File: src/verilog/uart_rx_map.svh
// Register offsets, field positions, reset values and timing counts of the serial receiver
`ifndef UART_RX_MAP_SVH
`define UART_RX_MAP_SVH

`define OFS_RECEIVE_STATUS_CONTROL 8'h00
`define OFS_RECEIVE_DATA_REGISTER 8'h04
`define OFS_BAUD_RATE_DIVISOR_LOW 8'h08
`define OFS_BAUD_RATE_DIVISOR_HIGH 8'h0C
`define OFS_TRANSMIT_STATUS_CONTROL 8'h10
`define OFS_BAUD_CONTROL 8'h14
`define OFS_PERIPHERAL_IRQ_ENABLE_ONE 8'h18
`define OFS_PERIPHERAL_IRQ_FLAGS_ONE 8'h1C
`define OFS_INTERRUPT_CONTROL 8'h20
`define OFS_TRANSMIT_DATA_BUFFER 8'h24

// receive_status_control fields
`define BIT_SERIAL_PORT_ENABLE 7
`define BIT_NINE_BIT_RECEIVE_SELECT 6
`define BIT_CONTINUOUS_RECEIVE_ENABLE 4
`define BIT_FRAMING_ERROR_STATUS 2
`define BIT_OVERRUN_ERROR_STATUS 1
`define BIT_RECEIVED_NINTH_BIT 0
// transmit_status_control field
`define BIT_CLOCKED_MODE_SELECT 4
// peripheral_irq_enable_one / peripheral_irq_flags_one field
`define BIT_RECEIVE_PENDING 5
// interrupt control fields
`define BIT_GLOBAL_INTERRUPT_ENABLE 7
`define BIT_PERIPHERAL_INTERRUPT_ENABLE 6

`define RESET_BYTE 8'h00
`define RESET_WORD 32'h0000_0000

// Oversample ticks: centre of start bit, then a full bit period
`define TICKS_HALF_BIT 4'h8
`define TICKS_FULL_BIT 4'hF
`define LAST_BIT_EIGHT 4'h7
`define LAST_BIT_NINE 4'h8

`endif

File: src/verilog/uart_rx_pkg.sv
// Types shared by the serial receiver files
package uart_rx_pkg;
  typedef enum logic [1:0] {
    rx_idle = 2'b00,
    rx_start = 2'b01,
    rx_data = 2'b10,
    rx_stop = 2'b11
  } rx_state_e;
  typedef logic [9:0] rx_entry_t;
endpackage : uart_rx_pkg
File: src/verilog/async_uart_receiver.sv
// Asynchronous serial receiver with APB register access
//
// Implementation choices: the register offsets and the APB interface to the registers.
`timescale 1ns/1ps
`default_nettype none
`include "uart_rx_map.svh"

// Functional notes
// - Line is oversampled at sixteen times the baud rate; one bit per period.
// - Completed characters enter a two-entry first-in first-out store.
// - Shifter and store are hidden; data is read via the data register.
// - A falling edge on the idle line starts a character.
// - Half a bit later the line must still be low, else quietly restart.
// - Each following bit is voted at its centre, one period apart.
// - Stop position sampled low marks a framing error, high marks clean.
// - After the stop bit the character is stored and pending flag rises.
// - Reading the data register returns and removes the oldest character.
// - While overrun is pending no new character is accepted.
// - Pending flag is high exactly while enabled and store not empty.
// - Interrupt only when receive, peripheral and global enables are all set.
// - Each entry keeps its framing bit; oldest entry's bit is shown.
// - Framing status is read-only, does not stop reception, follows store.
// - Dropping port enable resets and clears framing; receive enable only resets the receiver.
// - A framing error alone raises no interrupt.
// - A third character with the store full sets overrun; enables clear it.
// - Nine-bit mode shifts nine bits and shows the oldest ninth bit.
// - Least significant data bit arrives first after the start bit.
module async_uart_receiver (
  input wire logic clock,
  input wire logic reset,
  input wire logic psel,
  input wire logic penable,
  input wire logic pwrite,
  input wire logic [7:0] paddr,
  input wire logic [31:0] pwdata,
  input wire logic serial_input_pin,
  output logic [31:0] prdata,
  output logic pready,
  output logic pslverr,
  output logic receive_irq
);
  logic serial_port_enable;
  logic nine_bit_receive_select;
  logic continuous_receive_enable;
  logic clocked_mode_select;
  logic [7:0] baud_rate_divisor_low;
  logic [7:0] baud_rate_divisor_high;
  logic [7:0] baud_control;
  logic receive_interrupt_enable;
  logic global_interrupt_enable;
  logic peripheral_interrupt_enable;
  logic overrun_error_status;

  logic [15:0] baud_count;
  logic tick;
  logic line_meta;
  logic line_sync;
  logic line_prev;
  logic [2:0] samples;
  logic majority;
  uart_rx_pkg::rx_state_e state;
  logic [3:0] tick_count;
  logic [3:0] bit_index;
  logic [8:0] receive_shift_register;

  logic rx_enable;
  logic falling;
  logic frame_done;
  logic push;
  logic pop;
  logic overrun_set;
  logic receive_pending_flag;
  logic framing_error_status;
  logic received_ninth_bit;
  logic store_empty;
  logic store_full;
  uart_rx_pkg::rx_entry_t head_entry;
  uart_rx_pkg::rx_entry_t push_entry;

  logic access;
  logic done;
  logic wr_done;
  logic rd_done;
  logic mapped;
  logic [31:0] next_prdata;
  logic [3:0] last_bit;
  logic pop_armed;

  // Bus handshake: access phase always takes two cycles, pready from a flop
  assign access = psel && penable && !pready;
  assign done = psel && penable && pready;
  assign wr_done = done && pwrite;
  assign rd_done = done && !pwrite;

  assign rx_enable = serial_port_enable && continuous_receive_enable && !clocked_mode_select;
  assign receive_pending_flag = rx_enable && !store_empty;
  assign framing_error_status = head_entry[9] && !store_empty;
  assign received_ninth_bit = head_entry[8] && !store_empty;

  always_comb begin
    mapped = 1'b1;
    next_prdata = `RESET_WORD;
    case (paddr)
      `OFS_RECEIVE_STATUS_CONTROL: begin
        next_prdata[`BIT_SERIAL_PORT_ENABLE] = serial_port_enable;
        next_prdata[`BIT_NINE_BIT_RECEIVE_SELECT] = nine_bit_receive_select;
        next_prdata[`BIT_CONTINUOUS_RECEIVE_ENABLE] = continuous_receive_enable;
        next_prdata[`BIT_FRAMING_ERROR_STATUS] = framing_error_status;
        next_prdata[`BIT_OVERRUN_ERROR_STATUS] = overrun_error_status;
        next_prdata[`BIT_RECEIVED_NINTH_BIT] = received_ninth_bit;
      end
      `OFS_RECEIVE_DATA_REGISTER: begin
        next_prdata[7:0] = store_empty ? `RESET_BYTE : head_entry[7:0];
      end
      `OFS_BAUD_RATE_DIVISOR_LOW: next_prdata[7:0] = baud_rate_divisor_low;
      `OFS_BAUD_RATE_DIVISOR_HIGH: next_prdata[7:0] = baud_rate_divisor_high;
      `OFS_TRANSMIT_STATUS_CONTROL: next_prdata[`BIT_CLOCKED_MODE_SELECT] = clocked_mode_select;
      `OFS_BAUD_CONTROL: next_prdata[7:0] = baud_control;
      `OFS_PERIPHERAL_IRQ_ENABLE_ONE: begin
        next_prdata[`BIT_RECEIVE_PENDING] = receive_interrupt_enable;
      end
      `OFS_PERIPHERAL_IRQ_FLAGS_ONE: next_prdata[`BIT_RECEIVE_PENDING] = receive_pending_flag;
      `OFS_INTERRUPT_CONTROL: begin
        next_prdata[`BIT_GLOBAL_INTERRUPT_ENABLE] = global_interrupt_enable;
        next_prdata[`BIT_PERIPHERAL_INTERRUPT_ENABLE] = peripheral_interrupt_enable;
      end
      `OFS_TRANSMIT_DATA_BUFFER: next_prdata = `RESET_WORD;
      default: begin
        mapped = 1'b0;
      end
    endcase
  end

  always_ff @(posedge clock) begin
    if (reset) begin
      pready <= 1'b0;
      pslverr <= 1'b0;
      prdata <= `RESET_WORD;
      pop_armed <= 1'b0;
    end else begin
      pready <= access;
      pslverr <= access && !mapped;
      // A character landing after the data was latched must not be popped unseen
      pop_armed <= access && !pwrite && !store_empty;
      if (access && !pwrite) begin
        prdata <= next_prdata;
      end
    end
  end

  // Control registers; the pending flag has no write path at all
  always_ff @(posedge clock) begin
    if (reset) begin
      serial_port_enable <= 1'b0;
      nine_bit_receive_select <= 1'b0;
      continuous_receive_enable <= 1'b0;
      clocked_mode_select <= 1'b0;
      baud_rate_divisor_low <= `RESET_BYTE;
      baud_rate_divisor_high <= `RESET_BYTE;
      baud_control <= `RESET_BYTE;
      receive_interrupt_enable <= 1'b0;
      global_interrupt_enable <= 1'b0;
      peripheral_interrupt_enable <= 1'b0;
    end else if (wr_done) begin
      case (paddr)
        `OFS_RECEIVE_STATUS_CONTROL: begin
          serial_port_enable <= pwdata[`BIT_SERIAL_PORT_ENABLE];
          nine_bit_receive_select <= pwdata[`BIT_NINE_BIT_RECEIVE_SELECT];
          continuous_receive_enable <= pwdata[`BIT_CONTINUOUS_RECEIVE_ENABLE];
        end
        `OFS_BAUD_RATE_DIVISOR_LOW: baud_rate_divisor_low <= pwdata[7:0];
        `OFS_BAUD_RATE_DIVISOR_HIGH: baud_rate_divisor_high <= pwdata[7:0];
        `OFS_TRANSMIT_STATUS_CONTROL: clocked_mode_select <= pwdata[`BIT_CLOCKED_MODE_SELECT];
        `OFS_BAUD_CONTROL: baud_control <= pwdata[7:0];
        `OFS_PERIPHERAL_IRQ_ENABLE_ONE: begin
          receive_interrupt_enable <= pwdata[`BIT_RECEIVE_PENDING];
        end
        `OFS_INTERRUPT_CONTROL: begin
          global_interrupt_enable <= pwdata[`BIT_GLOBAL_INTERRUPT_ENABLE];
          peripheral_interrupt_enable <= pwdata[`BIT_PERIPHERAL_INTERRUPT_ENABLE];
        end
        default: begin
        end
      endcase
    end
  end

  // Oversample tick every divisor+1 clocks, i.e. sixteen ticks per bit
  always_ff @(posedge clock) begin
    if (reset || !serial_port_enable) begin
      baud_count <= 16'h0000;
      tick <= 1'b0;
    end else if (baud_count == {baud_rate_divisor_high, baud_rate_divisor_low}) begin
      baud_count <= 16'h0000;
      tick <= 1'b1;
    end else begin
      baud_count <= baud_count + 16'h0001;
      tick <= 1'b0;
    end
  end

  // Pin synchroniser; line_meta feeds line_sync only
  always_ff @(posedge clock) begin
    if (reset) begin
      line_meta <= 1'b1;
      line_sync <= 1'b1;
      line_prev <= 1'b1;
      samples <= 3'h7;
    end else begin
      line_meta <= serial_input_pin;
      line_sync <= line_meta;
      line_prev <= line_sync;
      if (tick) begin
        samples <= {samples[1:0], line_sync};
      end
    end
  end

  assign falling = line_prev && !line_sync;
  assign majority = (samples[0] && samples[1]) || (samples[0] && samples[2])
                  || (samples[1] && samples[2]);
  assign last_bit = nine_bit_receive_select ? `LAST_BIT_NINE : `LAST_BIT_EIGHT;
  assign frame_done = (state == uart_rx_pkg::rx_stop) && tick && (tick_count == `TICKS_FULL_BIT);

  always_ff @(posedge clock) begin
    if (reset || !rx_enable) begin
      state <= uart_rx_pkg::rx_idle;
      tick_count <= 4'h0;
      bit_index <= 4'h0;
      receive_shift_register <= 9'h000;
    end else begin
      if (tick) begin
        tick_count <= tick_count + 4'h1;
      end
      case (state)
        uart_rx_pkg::rx_idle: begin
          // Overrun holds the receiver here until it is cleared
          if (falling && !overrun_error_status) begin
            state <= uart_rx_pkg::rx_start;
            tick_count <= 4'h0;
            receive_shift_register <= 9'h000;
          end
        end
        uart_rx_pkg::rx_start: begin
          if (tick && tick_count == `TICKS_HALF_BIT) begin
            tick_count <= 4'h0;
            bit_index <= 4'h0;
            state <= majority ? uart_rx_pkg::rx_idle : uart_rx_pkg::rx_data;
          end
        end
        uart_rx_pkg::rx_data: begin
          if (tick && tick_count == `TICKS_FULL_BIT) begin
            tick_count <= 4'h0;
            receive_shift_register[bit_index] <= majority;
            bit_index <= bit_index + 4'h1;
            if (bit_index == last_bit) begin
              state <= uart_rx_pkg::rx_stop;
            end
          end
        end
        uart_rx_pkg::rx_stop: begin
          if (frame_done) begin
            state <= uart_rx_pkg::rx_idle;
          end
        end
        default: begin
          state <= uart_rx_pkg::rx_idle;
        end
      endcase
    end
  end

  assign pop = rd_done && (paddr == `OFS_RECEIVE_DATA_REGISTER) && pop_armed;
  assign push = frame_done && !overrun_error_status && (!store_full || pop);
  assign overrun_set = frame_done && !overrun_error_status && store_full && !pop;
  assign push_entry = {!majority, receive_shift_register};

  // Set wins; the clear is a level while the receiver is disabled
  always_ff @(posedge clock) begin
    if (reset) begin
      overrun_error_status <= 1'b0;
    end else if (overrun_set) begin
      overrun_error_status <= 1'b1;
    end else if (!rx_enable) begin
      overrun_error_status <= 1'b0;
    end
  end

  rx_char_store u_rx_char_store (
    .clock(clock),
    .reset(reset),
    .clear(!serial_port_enable),
    .push(push),
    .push_entry(push_entry),
    .pop(pop),
    .head_entry(head_entry),
    .empty(store_empty),
    .full(store_full)
  );

  // Framing status feeds no term here
  always_ff @(posedge clock) begin
    if (reset) begin
      receive_irq <= 1'b0;
    end else begin
      receive_irq <= receive_pending_flag && receive_interrupt_enable
                   && peripheral_interrupt_enable && global_interrupt_enable;
    end
  end
endmodule : async_uart_receiver
`default_nettype wire

File: src/verilog/rx_char_store.sv
// Two-entry first-in first-out store for received characters
`timescale 1ns/1ps
`default_nettype none
module rx_char_store (
  input wire logic clock,
  input wire logic reset,
  input wire logic clear,
  input wire logic push,
  input wire uart_rx_pkg::rx_entry_t push_entry,
  input wire logic pop,
  output uart_rx_pkg::rx_entry_t head_entry,
  output logic empty,
  output logic full
);
  uart_rx_pkg::rx_entry_t slots [0:1];
  logic wr_ptr;
  logic rd_ptr;
  logic [1:0] count;
  logic do_push;
  logic do_pop;

  assign do_pop = pop && (count != 2'h0);
  assign do_push = push && ((count != 2'h2) || do_pop);
  assign empty = (count == 2'h0);
  assign full = (count == 2'h2);
  assign head_entry = slots[rd_ptr];

  always_ff @(posedge clock) begin
    if (reset || clear) begin
      wr_ptr <= 1'b0;
      rd_ptr <= 1'b0;
      count <= 2'h0;
    end else begin
      if (do_push) begin
        wr_ptr <= ~wr_ptr;
      end
      if (do_pop) begin
        rd_ptr <= ~rd_ptr;
      end
      if (do_push && !do_pop) begin
        count <= count + 2'h1;
      end else if (do_pop && !do_push) begin
        count <= count - 2'h1;
      end
    end
  end

  // Slots are not reset; count marks which hold valid characters
  always_ff @(posedge clock) begin
    if (do_push) begin
      slots[wr_ptr] <= push_entry;
    end
  end
endmodule : rx_char_store
`default_nettype wire

File: config.mk
export PLATFORM = sky130hd
export DESIGN_NAME = async_uart_receiver
export DESIGN_NICKNAME = d
export VERILOG_FILES = /design/src/verilog/uart_rx_pkg.sv /design/src/verilog/async_uart_receiver.sv /design/src/verilog/rx_char_store.sv
export VERILOG_INCLUDE_DIRS = /design/src /design/src/verilog
export SDC_FILE = /design/constraint.sdc
export NUM_CORES = 1
export LEC_CHECK = 0
export BUFFER_PORTS_ARGS = -buffer_cell sky130_fd_sc_hd__buf_2
export CORE_ASPECT_RATIO = 1.2
export CORE_MARGIN = 2
export CORE_UTILIZATION = 25
export CTS_CLUSTER_DIAMETER = 120
export CTS_CLUSTER_SIZE = 14
export DETAILED_ROUTE_END_ITERATION = 12
export SYNTH_ARGS = -nofsm -noshare
export SYNTH_HDL_FRONTEND = slang
export SYNTH_HIERARCHICAL = 1
export SYNTH_SLANG_ARGS = --single-unit
File: constraint.sdc
create_clock -name clock -period 2.32 [get_ports clock]
set_input_delay 0 -clock clock [delete_from_list [all_inputs] [get_ports clock]]
set_output_delay 0 -clock clock [all_outputs]
set_load 0.005 [all_outputs]
After elaboration in Yosys (flattened, before gate mapping)
Memory sizes are Yosys's and may differ from the RTL's. A register that Yosys moved wholly into a read port is not among the register bits.
Index checks and enable logic that the tools add are counted.
- flip-flop bits (word level): 90
- memory bits (writable): 20
- word-level logic and storage cells: 176
- memories kept: 1
- memory list (memory ; words ; width ; read ports ; clocked after memory_dff ; wr ports ; line ; source):
    u_rx_char_store.slots ; 2 ; 10 ; 1 ; 1 ; 1 ; rx_char_store.sv:15 ; uart_rx_pkg::rx_entry_t slots [0:1];
- add/subtract/negate cells: 5
- order comparisons: 2
- eq/ne operators: 24
- multiplexer cells: 38
- bitwise operators: 2
- reduce and logical (&&, ||, !) cells: 75
- operator list (kind ; count):
    1-bit logical AND ; 36
    8-bit by 5-bit equality test with 1-bit output, second input constant ; 4
    4-bit two-way mux ; 7
    9-bit two-way mux ; 2
    9-bit case mux with 2 select lines ; 1
    16-bit by 1-bit adder with 16-bit output, second input constant ; 1
    16-bit equality test ; 1
    8-bit by 4-bit equality test with 1-bit output, second input constant ; 2
    8-bit by 6-bit equality test with 1-bit output, second input constant ; 2
    2-bit two-way mux ; 8
    3-bit case mux with 5 select lines ; 1
    1-bit logical NOT ; 14
    2-bit AND reduction ; 7
    2-bit inequality test, second input constant ; 6
    1-bit case mux with 6 select lines ; 2
    2-bit case mux with 6 select lines ; 1
    4-bit case mux with 3 select lines ; 1
    10-bit OR reduction ; 1
    9-bit bitwise mux ; 1
    1-bit two-way mux ; 9
    4-bit by 1-bit adder with 4-bit output, second input constant ; 2
    4-bit equality test, second input constant ; 2
    8-bit by 3-bit equality test with 1-bit output, second input constant ; 1
    8-bit logical NOT ; 1
    20 further kinds ; 33

Longest topological paths before layout
- word-level depth: 12
- depth in mapped cells: 10
- depth with buffers taken out: 9

Modules after synthesis
The synthesis kept the hierarchy.
- by module, submodules not included (module ; times used ; cells an instance ; area each (µm²) ; sequential area each (µm²)):
    async_uart_receiver ; 1 ; 490 ; 4523.1 ; 1721.7
    rx_char_store ; 1 ; 58 ; 957.2 ; 700.7

Worst setup path after synthesis
OpenSTA, ideal clock, no wires.
- path kind: flip-flop to flip-flop
- from: register state[0]
- to: memory u_rx_char_store/slots[0][0] (netlist name), enable pin
- library setup time: 377 ps
- data arrival time: 1974 ps
- required time: 1943 ps
- path slack: -31 ps
- stages on the path, launching flop included: 7
- path through: dfxtp_1 -> clkbuf_1 -> buf_1 -> nand3_1 -> nor3b_2 -> a21boi_2 -> nor2b_1
- longest elaborated chain between the ends: 8
- RTL lines (what ; line ; source):
    start, declared ; async_uart_receiver.sv:61 ; uart_rx_pkg::rx_state_e state;
    start signal, assigned ; async_uart_receiver.sv:227 ; state <= uart_rx_pkg::rx_idle;
    start signal, assigned ; async_uart_receiver.sv:239 ; state <= uart_rx_pkg::rx_start;
    start signal, assigned ; async_uart_receiver.sv:248 ; state <= majority ? uart_rx_pkg::rx_idle : uart_rx_pkg::rx_data;
    2-bit equality test ; async_uart_receiver.sv:223 ; assign frame_done = (state == uart_rx_pkg::rx_stop) && tick && (tick_count == `TICKS_FULL_BIT);
    1-bit logical AND (2 in a row) ; async_uart_receiver.sv:223 ;
    1-bit logical AND (2 in a row) ; async_uart_receiver.sv:274 ; assign push = frame_done && !overrun_error_status && (!store_full || pop);
    named net push ; async_uart_receiver.sv:69 ; logic push;
    1-bit logical AND ; rx_char_store.sv:23 ; assign do_push = push && ((count != 2'h2) || do_pop);
    1-bit two-way mux ; rx_char_store.sv:50 ; if (do_push) begin
    1-bit two-way mux (implied by the code) ; rx_char_store.sv:51 ; slots[wr_ptr] <= push_entry;
    end, declared ; rx_char_store.sv:15 ;
The timed path passes the listed nets, and every way through them passes these cells.

Worst setup path after layout
- from: register pready
- to: register u_rx_char_store.count[1]
- longest elaborated chain between the ends: 10
- elaborated cells between the ends (all ways): 15
- those cells by class: 1 x mux; 14 x reduce/logical
- RTL lines (what ; line ; source):
    start, declared ; async_uart_receiver.sv:38 ; output logic pready,
    start signal, assigned ; async_uart_receiver.sv:141 ; pready <= access;
    1-bit logical AND (*) ; async_uart_receiver.sv:91 ; assign done = psel && penable && pready;
    1-bit logical AND (*) ; async_uart_receiver.sv:93 ; assign rd_done = done && !pwrite;
    1-bit logical AND (*) (2 in a row) ; async_uart_receiver.sv:273 ; assign pop = rd_done && (paddr == `OFS_RECEIVE_DATA_REGISTER) && pop_armed;
    named net pop ; async_uart_receiver.sv:70 ; logic pop;
    1-bit logical OR (*) ; async_uart_receiver.sv:274 ;
    1-bit logical AND (*) ; async_uart_receiver.sv:274 ;
    named net push ; async_uart_receiver.sv:69 ;
    1-bit logical AND (*) ; rx_char_store.sv:23 ;
    1-bit logical NOT ; rx_char_store.sv:42 ; end else if (do_pop && !do_push) begin
    1-bit logical AND ; rx_char_store.sv:42 ;
    2-bit nonzero test (no line) ; n/a ;
    end signal, assigned ; rx_char_store.sv:41 ; count <= count + 2'h1;
    end signal, assigned ; rx_char_store.sv:43 ; count <= count - 2'h1;
    end, declared ; rx_char_store.sv:18 ; logic [1:0] count;
Mark *: on every way through the listed nets, which the timed path passes. The rest lies on a longest branch.
A chain may end at the register's enable or synchronous reset.

==> out/summary.txt <==
Die height = 166 um
Ys async rst share = 0%
Commonest non-fill, non-tap cell in the layout = dfxtp_1
Cell variety after synth = 70
Die Wd = 139 um
Routed Antenna Nets = 0
Number of synthesized flops with an enable pin = 20
Overall routed net length = 12,500 um
Worst hold stages = 3
Seq pwr share = 53.7%
Initial core utilization = 25.3%
Final Non-Filler Cells = 887
Top Usage Layer GRT = met2
P&R area growth vs syn = 17.1%
Setup crit end kind = register
Syn Inst Count = 548
Switching pwr = 0.794 mW
Core ar. = 21,600 sq um
Worst hold-check path type = input pin to register
Routed WL per cell = 14.1 um
WS Path Type = register to register
Max-slew violation count = 0
Pre-CTS setup slack = 11.9 ps
First-pass GRT wire length = 20,400 um
PD cells = 570 nW/um^2
Full die area = 23,100 sq um
Clock Skew = 11.9 ps
Hpwl dp = 9220 um
Root buffer cell = clkbuf_16
Crit-path max FO = 6
Multi-input gate area = 2770 sq um
Number of global-route vias before repair = 3,898
GRT Overall Usage = 10.9%
Slew @ Worst Pin = 621 ps
Startpoint class of the critical path = register
Vias per std cell = 4.58
CTS tree = built
Synth Flop Type = dfxtp_1
Largest net degree at the start of global routing = 54
# resized after CTS = 0
Starting DRT DRC Count = 293
Worst setup margin = 204 ps
Max Buffers Root-to-Sink = 2
Fill count = 2,234
CP Data Required Time = 2600 ps
Post-route DRC violation count = 0
# rows = 59
Comb power frac = 4.5%
M3 GR Usage = 1.96%
Flops & latches, synth = 111
DR vias = 4,062
PortBufs = 32
Switching Fraction = 21.7%
Initial DRT Pass Iterations = 5
H-tree Lvls = 3
Placed cell count = 859
Avg Cell Area, Syn = 10.0 sq um
Critical Path AT = 2400 ps
Internal cell power = 2.87 mW
Met2 Use GR = 18.4%
Maximum vdd drop = 351 uV
Clk network pwr share = 41.8%
I/O pins = 81
Leak pwr = 2.33 nW
R2R cell count = 8
Clock-pin slew on the worst setup and hold paths = 70 ps
Netlist Area Pre-Place = 5480 sq um
RSZ-0062 raised after global routing = no
Share of cells above drive strength 1 = 19.3%
Minimum clock period = 2120 ps
Global-route track usage on met1 = 13.9%
Final Setup Violations = 0
Final #Nets = 660
Period utilization = 91.2%
Slew headroom = 58.2%
Sequential fraction of the synthesis area = 44.2%
Grt ovf = 0
Global placement routability congestion = 0.836
Register area = 2420 sq um
Sink Count = 111
F_max = 473 MHz
Max_cap viols = 0
Most frequent cells in the layout = dfxtp_1, nor2_1, mux2i_1
Yosys warnings = 6
Final setup TNS = 0 ps
Initial antenna violation count = 2
Worst skew pair latency = 350 ps
Final hold vios = 0
TritonCTS Buffers = 9
Outcome = complete, no violations
==> worst max-delay path, cell delays in order (launching register included) <==
cell      delay (ps)
dfxtp_1          390
nand3_1          140
nor4_4           290
nand2b_1         150
nor3b_2          140
a21boi_2         200
ha_1             260
or3_1            340
a21oi_1          140
==> path summary, 6_finish.rpt <==
path,startpoint,slack [ps],to
setup / recovery,pready,200,u_rx_char_store/count[1]
hold / removal,pwdata[6],4,peripheral_interrupt_enable
setup reg to reg,pready,200,u_rx_char_store/count[1]
hold reg to reg,line_meta,410,line_sync
==> cell usage after synthesis (3+ instances only) <==
master,instances,area share [%]
dfxtp_1,91,33
nor2_1,57,3.9
mux2i_1,35,6.4
xnor2_1,30,4.8
nor3_1,26,2.4
buf_4,24,3.3
edfxtp_1,20,11
inv_1,19,1.3
mux2_2,18,3.7
a21oi_1,17,1.6
clkbuf_1,14,0.96
nand2_1,14,0.96
nand4_1,14,1.6
o21ai_0,13,1.2
nand3_1,11,1.0
buf_2,10,0.91
nor2b_1,10,1.1
ha_1,8,1.8
o311ai_1,8,1.3
xor2_1,8,1.3
nor4_1,7,0.80
nor3b_1,5,0.69
a211o_1,4,0.64
a211oi_1,4,0.55
nand2b_1,4,0.46
or2_2,4,0.46
or3_1,4,0.46
a2bb2oi_1,3,0.48
a311oi_1,3,0.48
a32oi_1,3,0.48
and3_1,3,0.34
nor4b_1,3,0.48
o211ai_1,3,0.41
==> power groups by stage <==
| stage | clock (mW) | combinational [mW] | sequential (mW) |
|---|---|---|---|
| finish | 1.53 | 0.164 | 1.97 |
| detailed placement | 0 | 0.149 | 2.01 |
| global placement | 0 | 0.148 | 2.01 |
| global route | 1.64 | 0.178 | 1.97 |
| CTS | 1.57 | 0.163 | 1.97 |
| floorplan | 0 | 0.102 | 2.01 |
==> state kept, by name, summed over array words and instances, names as in the netlist, 4 cells and up, named ones only <==
| signal | flops |
|---|---|
| baud_control | 8 |
| baud_count | 16 |
| baud_rate_divisor_high | 8 |
| baud_rate_divisor_low | 8 |
| bit_index | 4 |
| prdata | 8 |
| receive_shift_register | 9 |
| tick_count | 4 |
| u_rx_char_store/slots | 20 |
==> per-stage QoR <==
step | utilization, % | power, mW | hold WS, ps | instance area, sq um
after floorplan | - | 2.11 | 84.9 | 5570
after global placement | 27.8 | 2.16 | 220 | 6020
after detailed placement | 27.8 | 2.16 | 223 | 6020
after CTS | 29.6 | 3.69 | 8.06 | 6410
after global routing | 29.7 | 3.79 | 9.43 | 6410
final | 29.7 | 3.66 | 3.80 | 6420
==> routing by layer <==
layer	vias up	part of all wire (%)
met3	15	3.4
met2	75	49
li1	2047	-
met5	-	0
met4	0	2.2
met1	1925	46
==> logic make-up after synthesis <==
logic type,share of synthesized area [%]
compound gates,9.43
xor+xnor,6.07
fa+ha+maj,2.01
buf+inv,6.94
flops,44.2
mux,10.5
other cells,0.0684
simple gates,20.8
==> cell type report <==
class | count | area share [%]
Antenna cell | 2 | 0.0780
Clock buffer | 11 | 3.63
Clock inverter | 5 | 0.877
Inverter | 19 | 1.11
Multi-Input combinational cell | 390 | 43.1
Sequential cell | 111 | 37.7
Tap cell | 274 | 5.34
Timing Repair Buffer | 75 | 8.11
==> timing repair <==
item,in CTS,in global routing
hold buffers,10,0
setup buffers,0,0
hold endpoints to repair,28,0
(Power assumes the default switching activity.)
